File: src/include/usd_pkg.sv
// Constants, field layouts and carrier types of the USART data path.
// Behaviour
// Software writes ninth bit before low byte.
// Empty flag high while transmit buffer empty.
// Software writes zero to empty flag.
// Empty request held while flag and enable.
// Data register write fills buffer, clears flag.
// Complete flag set when frame out, buffer empty.
// Complete flag cleared by acknowledge or one.
// Complete request raised when flag and enable.
// Parity inserted after data, before stop.
// Transmit disable waits for idle and empty.
// Disabled transmitter releases the data pin.
// Receive enable takes over serial input pin.
// Synchronous receiver uses external clock pin.
// Start bit begins reception, bits shifted in.
// Second stop bit ignored, first completes.
// First stop moves frame into receive buffer.
// Unused upper received bits read as zero.
// Software reads ninth bit, status first.
// Status per FIFO entry, data read advances.
// Unused upper transmit bits are ignored.
// Shift register loads when idle or frame ends.
// Start low, data LSB first, parity, stop high.
// Receive flag set while unread data buffered.
// Requests are flag AND enable levels.
package usd_pkg;
    localparam logic [7:0] USD_OFS_STATUS  = 8'h00;
    localparam logic [7:0] USD_OFS_CONTROL = 8'h04;
    localparam logic [7:0] USD_OFS_FORMAT  = 8'h08;
    localparam logic [7:0] USD_OFS_DATA    = 8'h0c;

    localparam int USD_ST_RXC  = 7;
    localparam int USD_ST_TXC  = 6;
    localparam int USD_ST_UDRE = 5;
    localparam int USD_ST_FE   = 4;
    localparam int USD_ST_DOR  = 3;
    localparam int USD_ST_UPE  = 2;

    localparam int USD_CT_RXCIE = 7;
    localparam int USD_CT_TXCIE = 6;
    localparam int USD_CT_UDRIE = 5;
    localparam int USD_CT_RXEN  = 4;
    localparam int USD_CT_TRANSMIT_ENABLE_BIT  = 3;
    localparam int USD_CT_RXB8  = 1;
    localparam int USD_CT_TX_NINTH_BIT  = 0;

    localparam int USD_FM_SIZE = 0;
    localparam int USD_FM_STOP = 3;
    localparam int USD_FM_PEN  = 5;
    localparam int USD_FM_PODD = 4;

    localparam logic [7:0] USD_CONTROL_RST = 8'h00;
    localparam logic [5:0] USD_FORMAT_RST  = 6'h03;
    localparam logic [2:0] USD_SIZE_NINE   = 3'h7;
    localparam int         USD_FRAME_W     = 13;

    typedef struct packed {
        logic       dor;
        logic       upe;
        logic       fe;
        logic       b8;
        logic [7:0] data;
    } usd_rx_entry_t;

    typedef struct packed {
        logic       pen;
        logic       podd;
        logic       stop2;
        logic [2:0] size;
    } usd_format_t;
endpackage

File: src/core/usd_core.sv
// USART transmit and receive data path with a classic Wishbone slave.
//
// Our own choices: the address map and the Wishbone register port.
`timescale 1ns/10ps
module usd_core
    import usd_pkg::*;
#(
    parameter int RX_DEPTH = 2
) (
    input  wire logic        CLK_SYS,
    input  wire logic        SRST,
    input  wire logic        WB_CYC_I,
    input  wire logic        WB_STB_I,
    input  wire logic        WB_WE_I,
    input  wire logic [7:0]  WB_ADR_I,
    input  wire logic [3:0]  WB_SEL_I,
    input  wire logic [31:0] WB_DAT_I,
    output logic      [31:0] WB_DAT_O,
    output logic             WB_ACK_O,
    input  wire logic        SERIAL_CLOCK_PIN,
    input  wire logic        SERIAL_IN_PIN,
    output logic             SERIAL_OUT_PIN,
    output logic             SERIAL_OUT_OE,
    output logic             SERIAL_IN_OWNED,
    input  wire logic        TXC_IRQ_TAKEN,
    output logic             IRQ_TX_EMPTY,
    output logic             IRQ_TX_DONE,
    output logic             IRQ_RX_DONE
);
    localparam int PW = (RX_DEPTH > 1) ? $clog2(RX_DEPTH) : 1;

    typedef enum logic [1:0] {
        RX_IDLE = 2'b00,
        RX_DATA = 2'b01,
        RX_PAR  = 2'b10,
        RX_STOP = 2'b11
    } usd_rx_state_t;

    function automatic logic [3:0] data_bits(input logic [2:0] size);
        case (size)
            3'h0:    data_bits = 4'h5;
            3'h1:    data_bits = 4'h6;
            3'h2:    data_bits = 4'h7;
            3'h7:    data_bits = 4'h9;
            default: data_bits = 4'h8;
        endcase
    endfunction

    function automatic logic parity(input logic [8:0] d,
                                    input logic [3:0] n,
                                    input logic odd);
        logic p;
        p = odd;
        for (int i = 0; i < 9; i++) begin
            if (4'(i) < n) begin
                p = p ^ d[i];
            end
        end
        parity = p;
    endfunction

    // Frame bits in send order, bit 0 first; unused tail is stop level.
    function automatic logic [USD_FRAME_W-1:0] make_frame(
        input logic [8:0] d, input usd_format_t f);
        logic [USD_FRAME_W-1:0] v;
        logic [3:0]             n;
        v = '1;
        n = data_bits(f.size);
        v[0] = 1'b0;
        for (int i = 0; i < 9; i++) begin
            if (4'(i) < n) begin
                v[i+1] = d[i];
            end
        end
        if (f.pen) begin
            v[n+4'h1] = parity(d, n, f.podd);
        end
        make_frame = v;
    endfunction

    function automatic logic [3:0] frame_len(input usd_format_t f);
        frame_len = 4'h2 + data_bits(f.size) + {3'h0, f.pen}
                  + {3'h0, f.stop2};
    endfunction

    logic [7:0]    control_q;
    usd_format_t   format_q;
    logic          ack_q;
    logic [31:0]   rdata_q;
    logic          xck_s1_q, xck_s2_q, xck_s3_q;
    logic          rxd_s1_q, rxd_s2_q;
    logic          tx_full_q;
    logic [8:0]    tx_buf_q;
    logic          tx_busy_q;
    logic [USD_FRAME_W-1:0] tx_sh_q;
    logic [3:0]    tx_cnt_q;
    logic          tx_out_q;
    logic          tx_active_q;
    logic          txc_q;
    usd_rx_state_t rx_st_q;
    logic [3:0]    rx_idx_q;
    logic [8:0]    rx_sh_q;
    logic          rx_par_q;
    logic          rx_hold_q;
    logic          dor_pend_q;
    usd_rx_entry_t rx_held_q;
    usd_rx_entry_t fifo_q [RX_DEPTH];
    logic [PW-1:0] wr_ptr_q, rd_ptr_q;
    logic [PW:0]   count_q;

    logic          req, wr_ack, rd_ack;
    logic          sel_data, sel_status, sel_control, sel_format;
    logic          tx_rise, rx_fall;
    logic          data_wr, data_rd, frame_done;
    logic          push, pop, fifo_full, rx_done;
    logic [3:0]    nbits;
    usd_rx_entry_t head, new_entry;

    assign req         = WB_CYC_I & WB_STB_I;
    assign wr_ack      = req & ack_q & WB_WE_I & WB_SEL_I[0];
    assign rd_ack      = req & ack_q & ~WB_WE_I & WB_SEL_I[0];
    assign sel_status  = WB_ADR_I == USD_OFS_STATUS;
    assign sel_control = WB_ADR_I == USD_OFS_CONTROL;
    assign sel_format  = WB_ADR_I == USD_OFS_FORMAT;
    assign sel_data    = WB_ADR_I == USD_OFS_DATA;
    assign data_wr     = wr_ack & sel_data;
    assign data_rd     = rd_ack & sel_data;
    assign tx_rise     = xck_s2_q & ~xck_s3_q;
    assign rx_fall     = ~xck_s2_q & xck_s3_q;
    assign nbits       = data_bits(format_q.size);
    assign fifo_full   = count_q == (PW+1)'(RX_DEPTH);
    assign head        = fifo_q[rd_ptr_q];
    assign frame_done  = tx_busy_q & tx_rise & (tx_cnt_q == 4'h0);

    // Registered ack drops the cycle after it is given.
    always_ff @(posedge CLK_SYS) begin
        if (SRST) begin
            ack_q <= 1'b0;
        end else begin
            ack_q <= req & ~ack_q;
        end
    end

    // Read data is captured on the same edge that raises the ack.
    always_ff @(posedge CLK_SYS) begin
        if (SRST) begin
            rdata_q <= 32'h0;
        end else if (req & ~ack_q) begin
            rdata_q <= 32'h0;
            if (sel_status) begin
                // receive flag state
                rdata_q[USD_ST_RXC]  <= count_q != '0;
                rdata_q[USD_ST_TXC]  <= txc_q;
                // buffer empty flag
                rdata_q[USD_ST_UDRE] <= ~tx_full_q;
                // per entry status
                rdata_q[USD_ST_FE]   <= head.fe & (count_q != '0);
                rdata_q[USD_ST_DOR]  <= head.dor & (count_q != '0);
                rdata_q[USD_ST_UPE]  <= head.upe & (count_q != '0);
            end else if (sel_control) begin
                rdata_q[7:0] <= control_q;
                rdata_q[USD_CT_RXB8] <= head.b8 & (count_q != '0);
            end else if (sel_format) begin
                rdata_q[5:0] <= format_q;
            end else if (sel_data) begin
                rdata_q[7:0] <= (count_q != '0) ? head.data : 8'h00;
            end
        end
    end

    always_ff @(posedge CLK_SYS) begin
        if (SRST) begin
            control_q <= USD_CONTROL_RST;
            format_q  <= USD_FORMAT_RST;
        end else begin
            if (wr_ack & sel_control) begin
                control_q <= WB_DAT_I[7:0] & 8'hfd;
            end
            if (wr_ack & sel_format) begin
                format_q <= WB_DAT_I[5:0];
            end
        end
    end

    // Pins come from outside; second stages feed logic, and the clock pin's third stage feeds its edge detection.
    always_ff @(posedge CLK_SYS) begin
        if (SRST) begin
            xck_s1_q <= 1'b0;
            xck_s2_q <= 1'b0;
            xck_s3_q <= 1'b0;
            rxd_s1_q <= 1'b1;
            rxd_s2_q <= 1'b1;
        end else begin
            xck_s1_q <= SERIAL_CLOCK_PIN;
            xck_s2_q <= xck_s1_q;
            xck_s3_q <= xck_s2_q;
            rxd_s1_q <= SERIAL_IN_PIN;
            rxd_s2_q <= rxd_s1_q;
        end
    end

    // data write fills the buffer
    always_ff @(posedge CLK_SYS) begin
        if (SRST) begin
            tx_full_q <= 1'b0;
            tx_buf_q  <= 9'h0;
        end else begin
            // buffer drains into the shift register
            if ((~tx_busy_q & tx_full_q) | (frame_done & tx_full_q)) begin
                tx_full_q <= 1'b0;
            end
            // ninth bit taken from control at data write
            if (data_wr & control_q[USD_CT_TRANSMIT_ENABLE_BIT]) begin
                tx_full_q <= 1'b1;
                tx_buf_q  <= {control_q[USD_CT_TX_NINTH_BIT], WB_DAT_I[7:0]};
            end
        end
    end

    // Data changes on the rising clock pin edge.
    always_ff @(posedge CLK_SYS) begin
        if (SRST) begin
            tx_busy_q <= 1'b0;
            tx_sh_q   <= '1;
            tx_cnt_q  <= 4'h0;
            tx_out_q  <= 1'b1;
        end else if (~tx_busy_q) begin
            // load when idle
            if (tx_full_q) begin
                tx_busy_q <= 1'b1;
                // frame built, upper bits masked
                tx_sh_q   <= make_frame(tx_buf_q, format_q);
                tx_cnt_q  <= frame_len(format_q);
            end
        end else if (frame_done) begin
            // back to back load after last stop
            if (tx_full_q) begin
                tx_sh_q  <= make_frame(tx_buf_q, format_q) >> 1;
                tx_cnt_q <= frame_len(format_q) - 4'h1;
                tx_out_q <= 1'b0;
            end else begin
                tx_busy_q <= 1'b0;
            end
        end else if (tx_rise) begin
            // parity sits inside the shifted frame
            tx_out_q <= tx_sh_q[0];
            tx_sh_q  <= {1'b1, tx_sh_q[USD_FRAME_W-1:1]};
            tx_cnt_q <= tx_cnt_q - 4'h1;
        end
    end

    // disable only once idle and empty
    always_ff @(posedge CLK_SYS) begin
        if (SRST) begin
            tx_active_q <= 1'b0;
        end else if (control_q[USD_CT_TRANSMIT_ENABLE_BIT]) begin
            tx_active_q <= 1'b1;
        end else if (~tx_busy_q & ~tx_full_q) begin
            tx_active_q <= 1'b0;
        end
    end

    // set wins over both clears
    always_ff @(posedge CLK_SYS) begin
        if (SRST) begin
            txc_q <= 1'b0;
        end else if (frame_done & ~tx_full_q) begin
            txc_q <= 1'b1;
        end else if (TXC_IRQ_TAKEN |
                     (wr_ack & sel_status & WB_DAT_I[USD_ST_TXC])) begin
            txc_q <= 1'b0;
        end
    end

    // Received data is sampled on the falling clock pin edge.
    assign rx_done = rx_fall & (rx_st_q == RX_STOP);
    always_comb begin
        new_entry      = '0;
        new_entry.dor  = dor_pend_q;
        // unused bits zero
        new_entry.data = rx_sh_q[7:0];
        new_entry.b8   = rx_sh_q[8];
        new_entry.fe   = ~rxd_s2_q;
        new_entry.upe  = format_q.pen &
                         (parity(rx_sh_q, nbits, format_q.podd) != rx_par_q);
    end

    // receiver on the external clock
    always_ff @(posedge CLK_SYS) begin
        if (SRST | ~control_q[USD_CT_RXEN]) begin
            rx_st_q  <= RX_IDLE;
            rx_idx_q <= 4'h0;
            rx_sh_q  <= 9'h0;
            rx_par_q <= 1'b0;
        end else if (rx_fall) begin
            unique case (rx_st_q)
                RX_IDLE: begin
                    if (~rxd_s2_q) begin
                        rx_st_q  <= RX_DATA;
                        rx_idx_q <= 4'h0;
                        rx_sh_q  <= 9'h0;
                    end
                end
                RX_DATA: begin
                    rx_sh_q[rx_idx_q] <= rxd_s2_q;
                    rx_idx_q <= rx_idx_q + 4'h1;
                    if (rx_idx_q == nbits - 4'h1) begin
                        rx_st_q <= format_q.pen ? RX_PAR : RX_STOP;
                    end
                end
                RX_PAR: begin
                    rx_par_q <= rxd_s2_q;
                    rx_st_q  <= RX_STOP;
                end
                // first stop ends the frame
                RX_STOP: rx_st_q <= RX_IDLE;
            endcase
        end
    end

    // completed frame goes to the buffer or waits in hold
    assign pop  = data_rd & (count_q != '0);
    assign push = (rx_done & (~fifo_full | pop)) |
                  (rx_hold_q & ~rx_done & (~fifo_full | pop));

    always_ff @(posedge CLK_SYS) begin
        if (SRST | ~control_q[USD_CT_RXEN]) begin
            rx_hold_q  <= 1'b0;
            dor_pend_q <= 1'b0;
            rx_held_q  <= '0;
        end else begin
            if (rx_done & fifo_full & ~pop) begin
                rx_hold_q <= 1'b1;
                rx_held_q <= new_entry;
            end else if (push) begin
                rx_hold_q  <= 1'b0;
                dor_pend_q <= 1'b0;
            end
            // A start bit while a frame still waits loses data.
            if (rx_hold_q & ~push & rx_fall & (rx_st_q == RX_IDLE)
                & ~rxd_s2_q) begin
                dor_pend_q <= 1'b1;
            end
        end
    end

    // data read advances the status FIFO
    always_ff @(posedge CLK_SYS) begin
        if (SRST | ~control_q[USD_CT_RXEN]) begin
            wr_ptr_q <= '0;
            rd_ptr_q <= '0;
            count_q  <= '0;
        end else begin
            if (push) begin
                wr_ptr_q <= (wr_ptr_q == PW'(RX_DEPTH-1)) ? '0
                          : wr_ptr_q + PW'(1);
            end
            if (pop) begin
                rd_ptr_q <= (rd_ptr_q == PW'(RX_DEPTH-1)) ? '0
                          : rd_ptr_q + PW'(1);
            end
            count_q <= count_q + (PW+1)'(push) - (PW+1)'(pop);
        end
    end

    always_ff @(posedge CLK_SYS) begin
        if (push) begin
            fifo_q[wr_ptr_q] <= rx_hold_q ? rx_held_q : new_entry;
        end
    end

    assign WB_ACK_O        = ack_q;
    assign WB_DAT_O        = rdata_q;
    // pin released once disabled
    assign SERIAL_OUT_OE   = tx_active_q;
    assign SERIAL_OUT_PIN  = tx_out_q;
    // receiver owns the input pin
    assign SERIAL_IN_OWNED = control_q[USD_CT_RXEN];
    // request levels
    assign IRQ_TX_EMPTY    = ~tx_full_q & control_q[USD_CT_UDRIE];
    assign IRQ_TX_DONE     = txc_q & control_q[USD_CT_TXCIE];
    assign IRQ_RX_DONE     = (count_q != '0) & control_q[USD_CT_RXCIE];
endmodule // usd_core

File: config.mk
export PLATFORM = sky130hd
export DESIGN_NAME = usd_core
export DESIGN_NICKNAME = d
export VERILOG_FILES = /design/src/include/usd_pkg.sv /design/src/core/usd_core.sv
export SDC_FILE = /design/constraint.sdc
export NUM_CORES = 1
export LEC_CHECK = 0
export BUFFER_PORTS_ARGS = -buffer_cell sky130_fd_sc_hd__buf_2
export CAP_MARGIN = 20
export CORE_MARGIN = 1.5
export CORE_UTILIZATION = 30
export CTS_BUF_LIST = sky130_fd_sc_hd__clkbuf_4 sky130_fd_sc_hd__clkbuf_8
export DETAILED_ROUTE_END_ITERATION = 12
export GPL_TIMING_DRIVEN = 0
export SYNTH_ARGS = -nofsm -noshare
export SYNTH_HDL_FRONTEND = slang
export SYNTH_SLANG_ARGS = --single-unit
File: constraint.sdc
create_clock -name CLK_SYS -period 4.87 [get_ports CLK_SYS]
set_input_delay 0.2435 -clock CLK_SYS [delete_from_list [all_inputs] [get_ports CLK_SYS]]
set_output_delay 0.2435 -clock CLK_SYS [all_outputs]
set_load 0.01 [all_outputs]
==> impl_metrics.csv <==
group,metric,value,unit
logic_synthesis,synth_enable_flop_cells,24,
flow_run,maxCapViolations,0,
logic_synthesis,postSynthAreaPerCell,9.305,um2
floorplanning,floorplan.initialDensity,30.87,%
global_routing,number_of_global_route_vias_before_repair,4566,
sta,timing.final.crit_share,68.19,%
worst_setup_path,ff2ff_setup_slack,1.55,ns
worst_setup_path,cp_data_arrival_time,3.68,ns
status,outcome,"completed",
clock_tree,clkSlewWorstSetupHoldPaths,0.08,ns
min_path,min_from,"SERIAL_CLOCK_PIN",
route,route.final.wire_length,14960,um
logic_synthesis,yosys-top-cells-count,"93 x sky130_fd_sc_hd__dfxtp_1, 90 x sky130_fd_sc_hd__nor2_1, 49 x sky130_fd_sc_hd__mux2i_1",
sta,setup_repair_after_global_routing_missed_its_margin,"false",
clock_tree,tritoncts_clock_tree,"done",
sta,setup_violations,0,
layout,nets,804,
power_and_ir_drop,leakage,2.833,nW
logic_synthesis,synth_seq_cells,117,
logic_synthesis,ys_seq_area_share,42.57,%
worst_setup_path,crit_path_end_kind,"register",
min_path,worst_hold_stages,2,
min_path,hold_class,"in2reg",
floorplanning,die_area,21090,um2
sta,final.min_clock_period,3.321,ns
logic_synthesis,synth_top_area_cell,"sky130_fd_sc_hd__dfxtp_1",
route,drtAntennaViolNets,0,
worst_setup_path,criticalPathCategory,"reg2reg",
global_routing,number_of_antenna_violations_at_the_first_check_in_global_routing,0,
route,avgRoutedWirePerCell,14.79,um
layout,diodes,0,
floorplanning,placeable_core_region,19650,um2
sta,final-hold-violation-count,0,
clock_tree,h-tree-depth,4,
layout,layout-area-overhead-vs-synth,16.64,%
route,viasPerCell,4.795,
sta,final.setup_skew,0.01172,ns
route,drc_violations_left,0,
power_and_ir_drop,peakVddDrop,0.1371,mV
place,numPortBuffers,38,
logic_synthesis,syn-instance-count,652,
logic_synthesis,async_s_r_ff_share_synth,0,%
worst_setup_path,critPathRequiredTime,5.23,ns
clock_tree,clockRootBuffer,"sky130_fd_sc_hd__clkbuf_8",
clock_tree,skew_pair_late_insertion_delay,0.46,ns
logic_synthesis,synth_most_common_cell,"sky130_fd_sc_hd__dfxtp_1",
place,place.detailed.hpwl,10990,um
global_routing,grt_usage,14.77,%
logic_synthesis,yosysWarningCount,0,
logic_synthesis,yosys.cell_types.count,75,
sta,report.final.slew_viol_count,0,
route,detailroute.via_count,4848,
min_path,min_to,"xck_s1_q",
logic_synthesis,synthesis.area,6067,um2
global_routing,first_pass_grt_wire_length,24360,um
route,firstDrtPassIters,5,
floorplanning,floorplan.die.width,145.2,um
sta,worst-slew-pin-transition,0.9942,ns
global_routing,largest_net_degree_at_the_start_of_global_routing,17,
floorplanning,io_pins,91,
logic_synthesis,dominantRegCellSynth,"sky130_fd_sc_hd__dfxtp_1",
sta,total_negative_setup_slack,0,ns
route,drt_first_iter_violations,374,
worst_setup_path,worst_setup_path_start_kind,"register",
floorplanning,die_height,145.2,um
sta,slew_headroom,33.47,%
worst_setup_path,worstReg2RegEnd,"rx_st_q[0]",
worst_setup_path,critPathMaxFanout,10,
worst_setup_path,critical_path.reg2reg.startpoint,"format_q[1]",
logic_synthesis,post-synth-top-area-fraction,30.69,%
clock_tree,max-clock-path-buffers,2,
worst_setup_path,worst_r2r_path_depth,11,
place,place.gp.congestion,0.8003,
clock_tree,clock_sink_count,117,
sta,maxClockFrequency,301.2,MHz
power_and_ir_drop,pd_cells,275.2,nW/um2
floorplanning,rows,51,
layout,finish.utilization,36.01,%
layout,final_layout_size_suffix_gt1_share,17.16,%
clock_tree,post_cts_resized,0,
clock_tree,cts_inserted_buffers,17,
logic_synthesis,synthTopCellsByArea,"sky130_fd_sc_hd__dfxtp_1 31%, sky130_fd_sc_hd__edfxtp_1 12%, sky130_fd_sc_hd__mux2i_1 8.1%",
global_routing,overflow,0,
[worst max-delay path by stage]
stage / startpoint / to / slack [ns] / cells past startpoint
2_1_floorplan: format_q[1] / rx_st_q[0] / 2.09 / 11
3_3_place_gp: format_q[1] / rx_st_q[0] / 1.68 / 11
3_5_place_dp: format_q[1] / rx_st_q[0] / 1.63 / 11
4_1_cts: format_q[1] / rx_st_q[0] / 1.59 / 11
5_1_grt: format_q[1] / rx_st_q[1] / 1.26 / 11
6_report: format_q[1] / rx_st_q[0] / 1.55 / 11
[repair_timing]
item | CTS | global route
setup endpoints to repair | 0 | 0
hold buffers | 1 | 0
endpoints found under the hold margin | 1 | 0
buffers inserted | 0 | 0
[power by group]
group / internal (mW) / switching, mW
registers: 0.985 / 0.00127
logic: 0.0276 / 0.0411
clock network: 0.424 / 0.468
total: 1.44 / 0.511
[layer usage]
metal	vias to the layer above	wire, um	GRT usage, %
met3	24	721	3.553
met5	-	0	0
met4	0	379	6.786
li1	2418	-	-
met2	124	6771	22.52
met1	2282	7083	19.66
[critical path, stage by stage, from the launching register on]
cell,delay (ns)
sky130_fd_sc_hd__dfxtp_1,0.45
sky130_fd_sc_hd__clkbuf_1,0.49
sky130_fd_sc_hd__xor2_1,0.17
sky130_fd_sc_hd__nor2b_1,0.33
sky130_fd_sc_hd__inv_1,0.09
sky130_fd_sc_hd__ha_1,0.25
sky130_fd_sc_hd__xnor2_1,0.19
sky130_fd_sc_hd__or3_1,0.34
sky130_fd_sc_hd__a21oi_1,0.20
sky130_fd_sc_hd__o311ai_1,0.20
sky130_fd_sc_hd__a2111o_1,0.38
sky130_fd_sc_hd__o211a_1,0.12
[final cells by class]
type / instances / area, um2
buffer: 60 / 339.1
clock buffer: 17 / 234.0
clock inverter: 15 / 157.7
fill: 2023 / 12580
inverter: 26 / 97.59
multi-input combinational: 472 / 3134
sequential: 117 / 2582
tap: 265 / 331.6
timing repair buffer: 39 / 200.2
[per-stage QoR]
step           power, mW  setup WS [ns]  cell area [um2]  instances  hold WS [ns]
2_1_floorplan      1.052          2.092             6153        675        0.3473
3_3_place_gp       1.076          1.683             6675        978        0.3978
3_5_place_dp       1.076          1.628             6675        978        0.3999
4_1_cts            1.974          1.591             7077       1011      0.006973
5_1_grt            2.024          1.258             7077       1011       0.04108
6_report           1.947          1.549             7077       1011       0.02626
[flip-flops by register name, indices dropped and copies added, names as in the netlist, 2 cells and up, named ones only]
register / count
fifo_q: 24
tx_sh_q: 13
rx_held_q: 12
rx_sh_q: 9
tx_buf_q: 9
WB_DAT_O: 8
control_q: 7
format_q: 6
rx_idx_q: 4
tx_cnt_q: 4
count_q: 2
rx_st_q: 2
[cells in the final DEF (no fill, tap or decap), drive strengths merged, types with 19 or more instances in the layout]
cell	count
conb	24
mux2i	49
edfxtp	24
inv	35
o21ai	27
dfxtp	93
nor2	91
a21oi	32
clkbuf	43
buf	72
nand2	41
xnor2	19
[cell families (layout without fill, tap and decap cells)]
| group | count (synthesis) | count (layout) | synth area share (%) |
|---|---|---|---|
| AO/OA/AOI/OAI | 127 | 127 | 13.88 |
| buffers and inverters | 86 | 157 | 7.197 |
| multiplexers | 64 | 64 | 11.05 |
| flip-flops | 117 | 117 | 42.57 |
| XOR/XNOR | 30 | 30 | 4.908 |
| other | 1 | 24 | 0.06181 |
| adder cells (fa/ha/maj) | 20 | 20 | 4.207 |
| AND/OR/NAND/NOR | 207 | 207 | 16.13 |
Note: power is estimated with default switching activity, not from simulation.
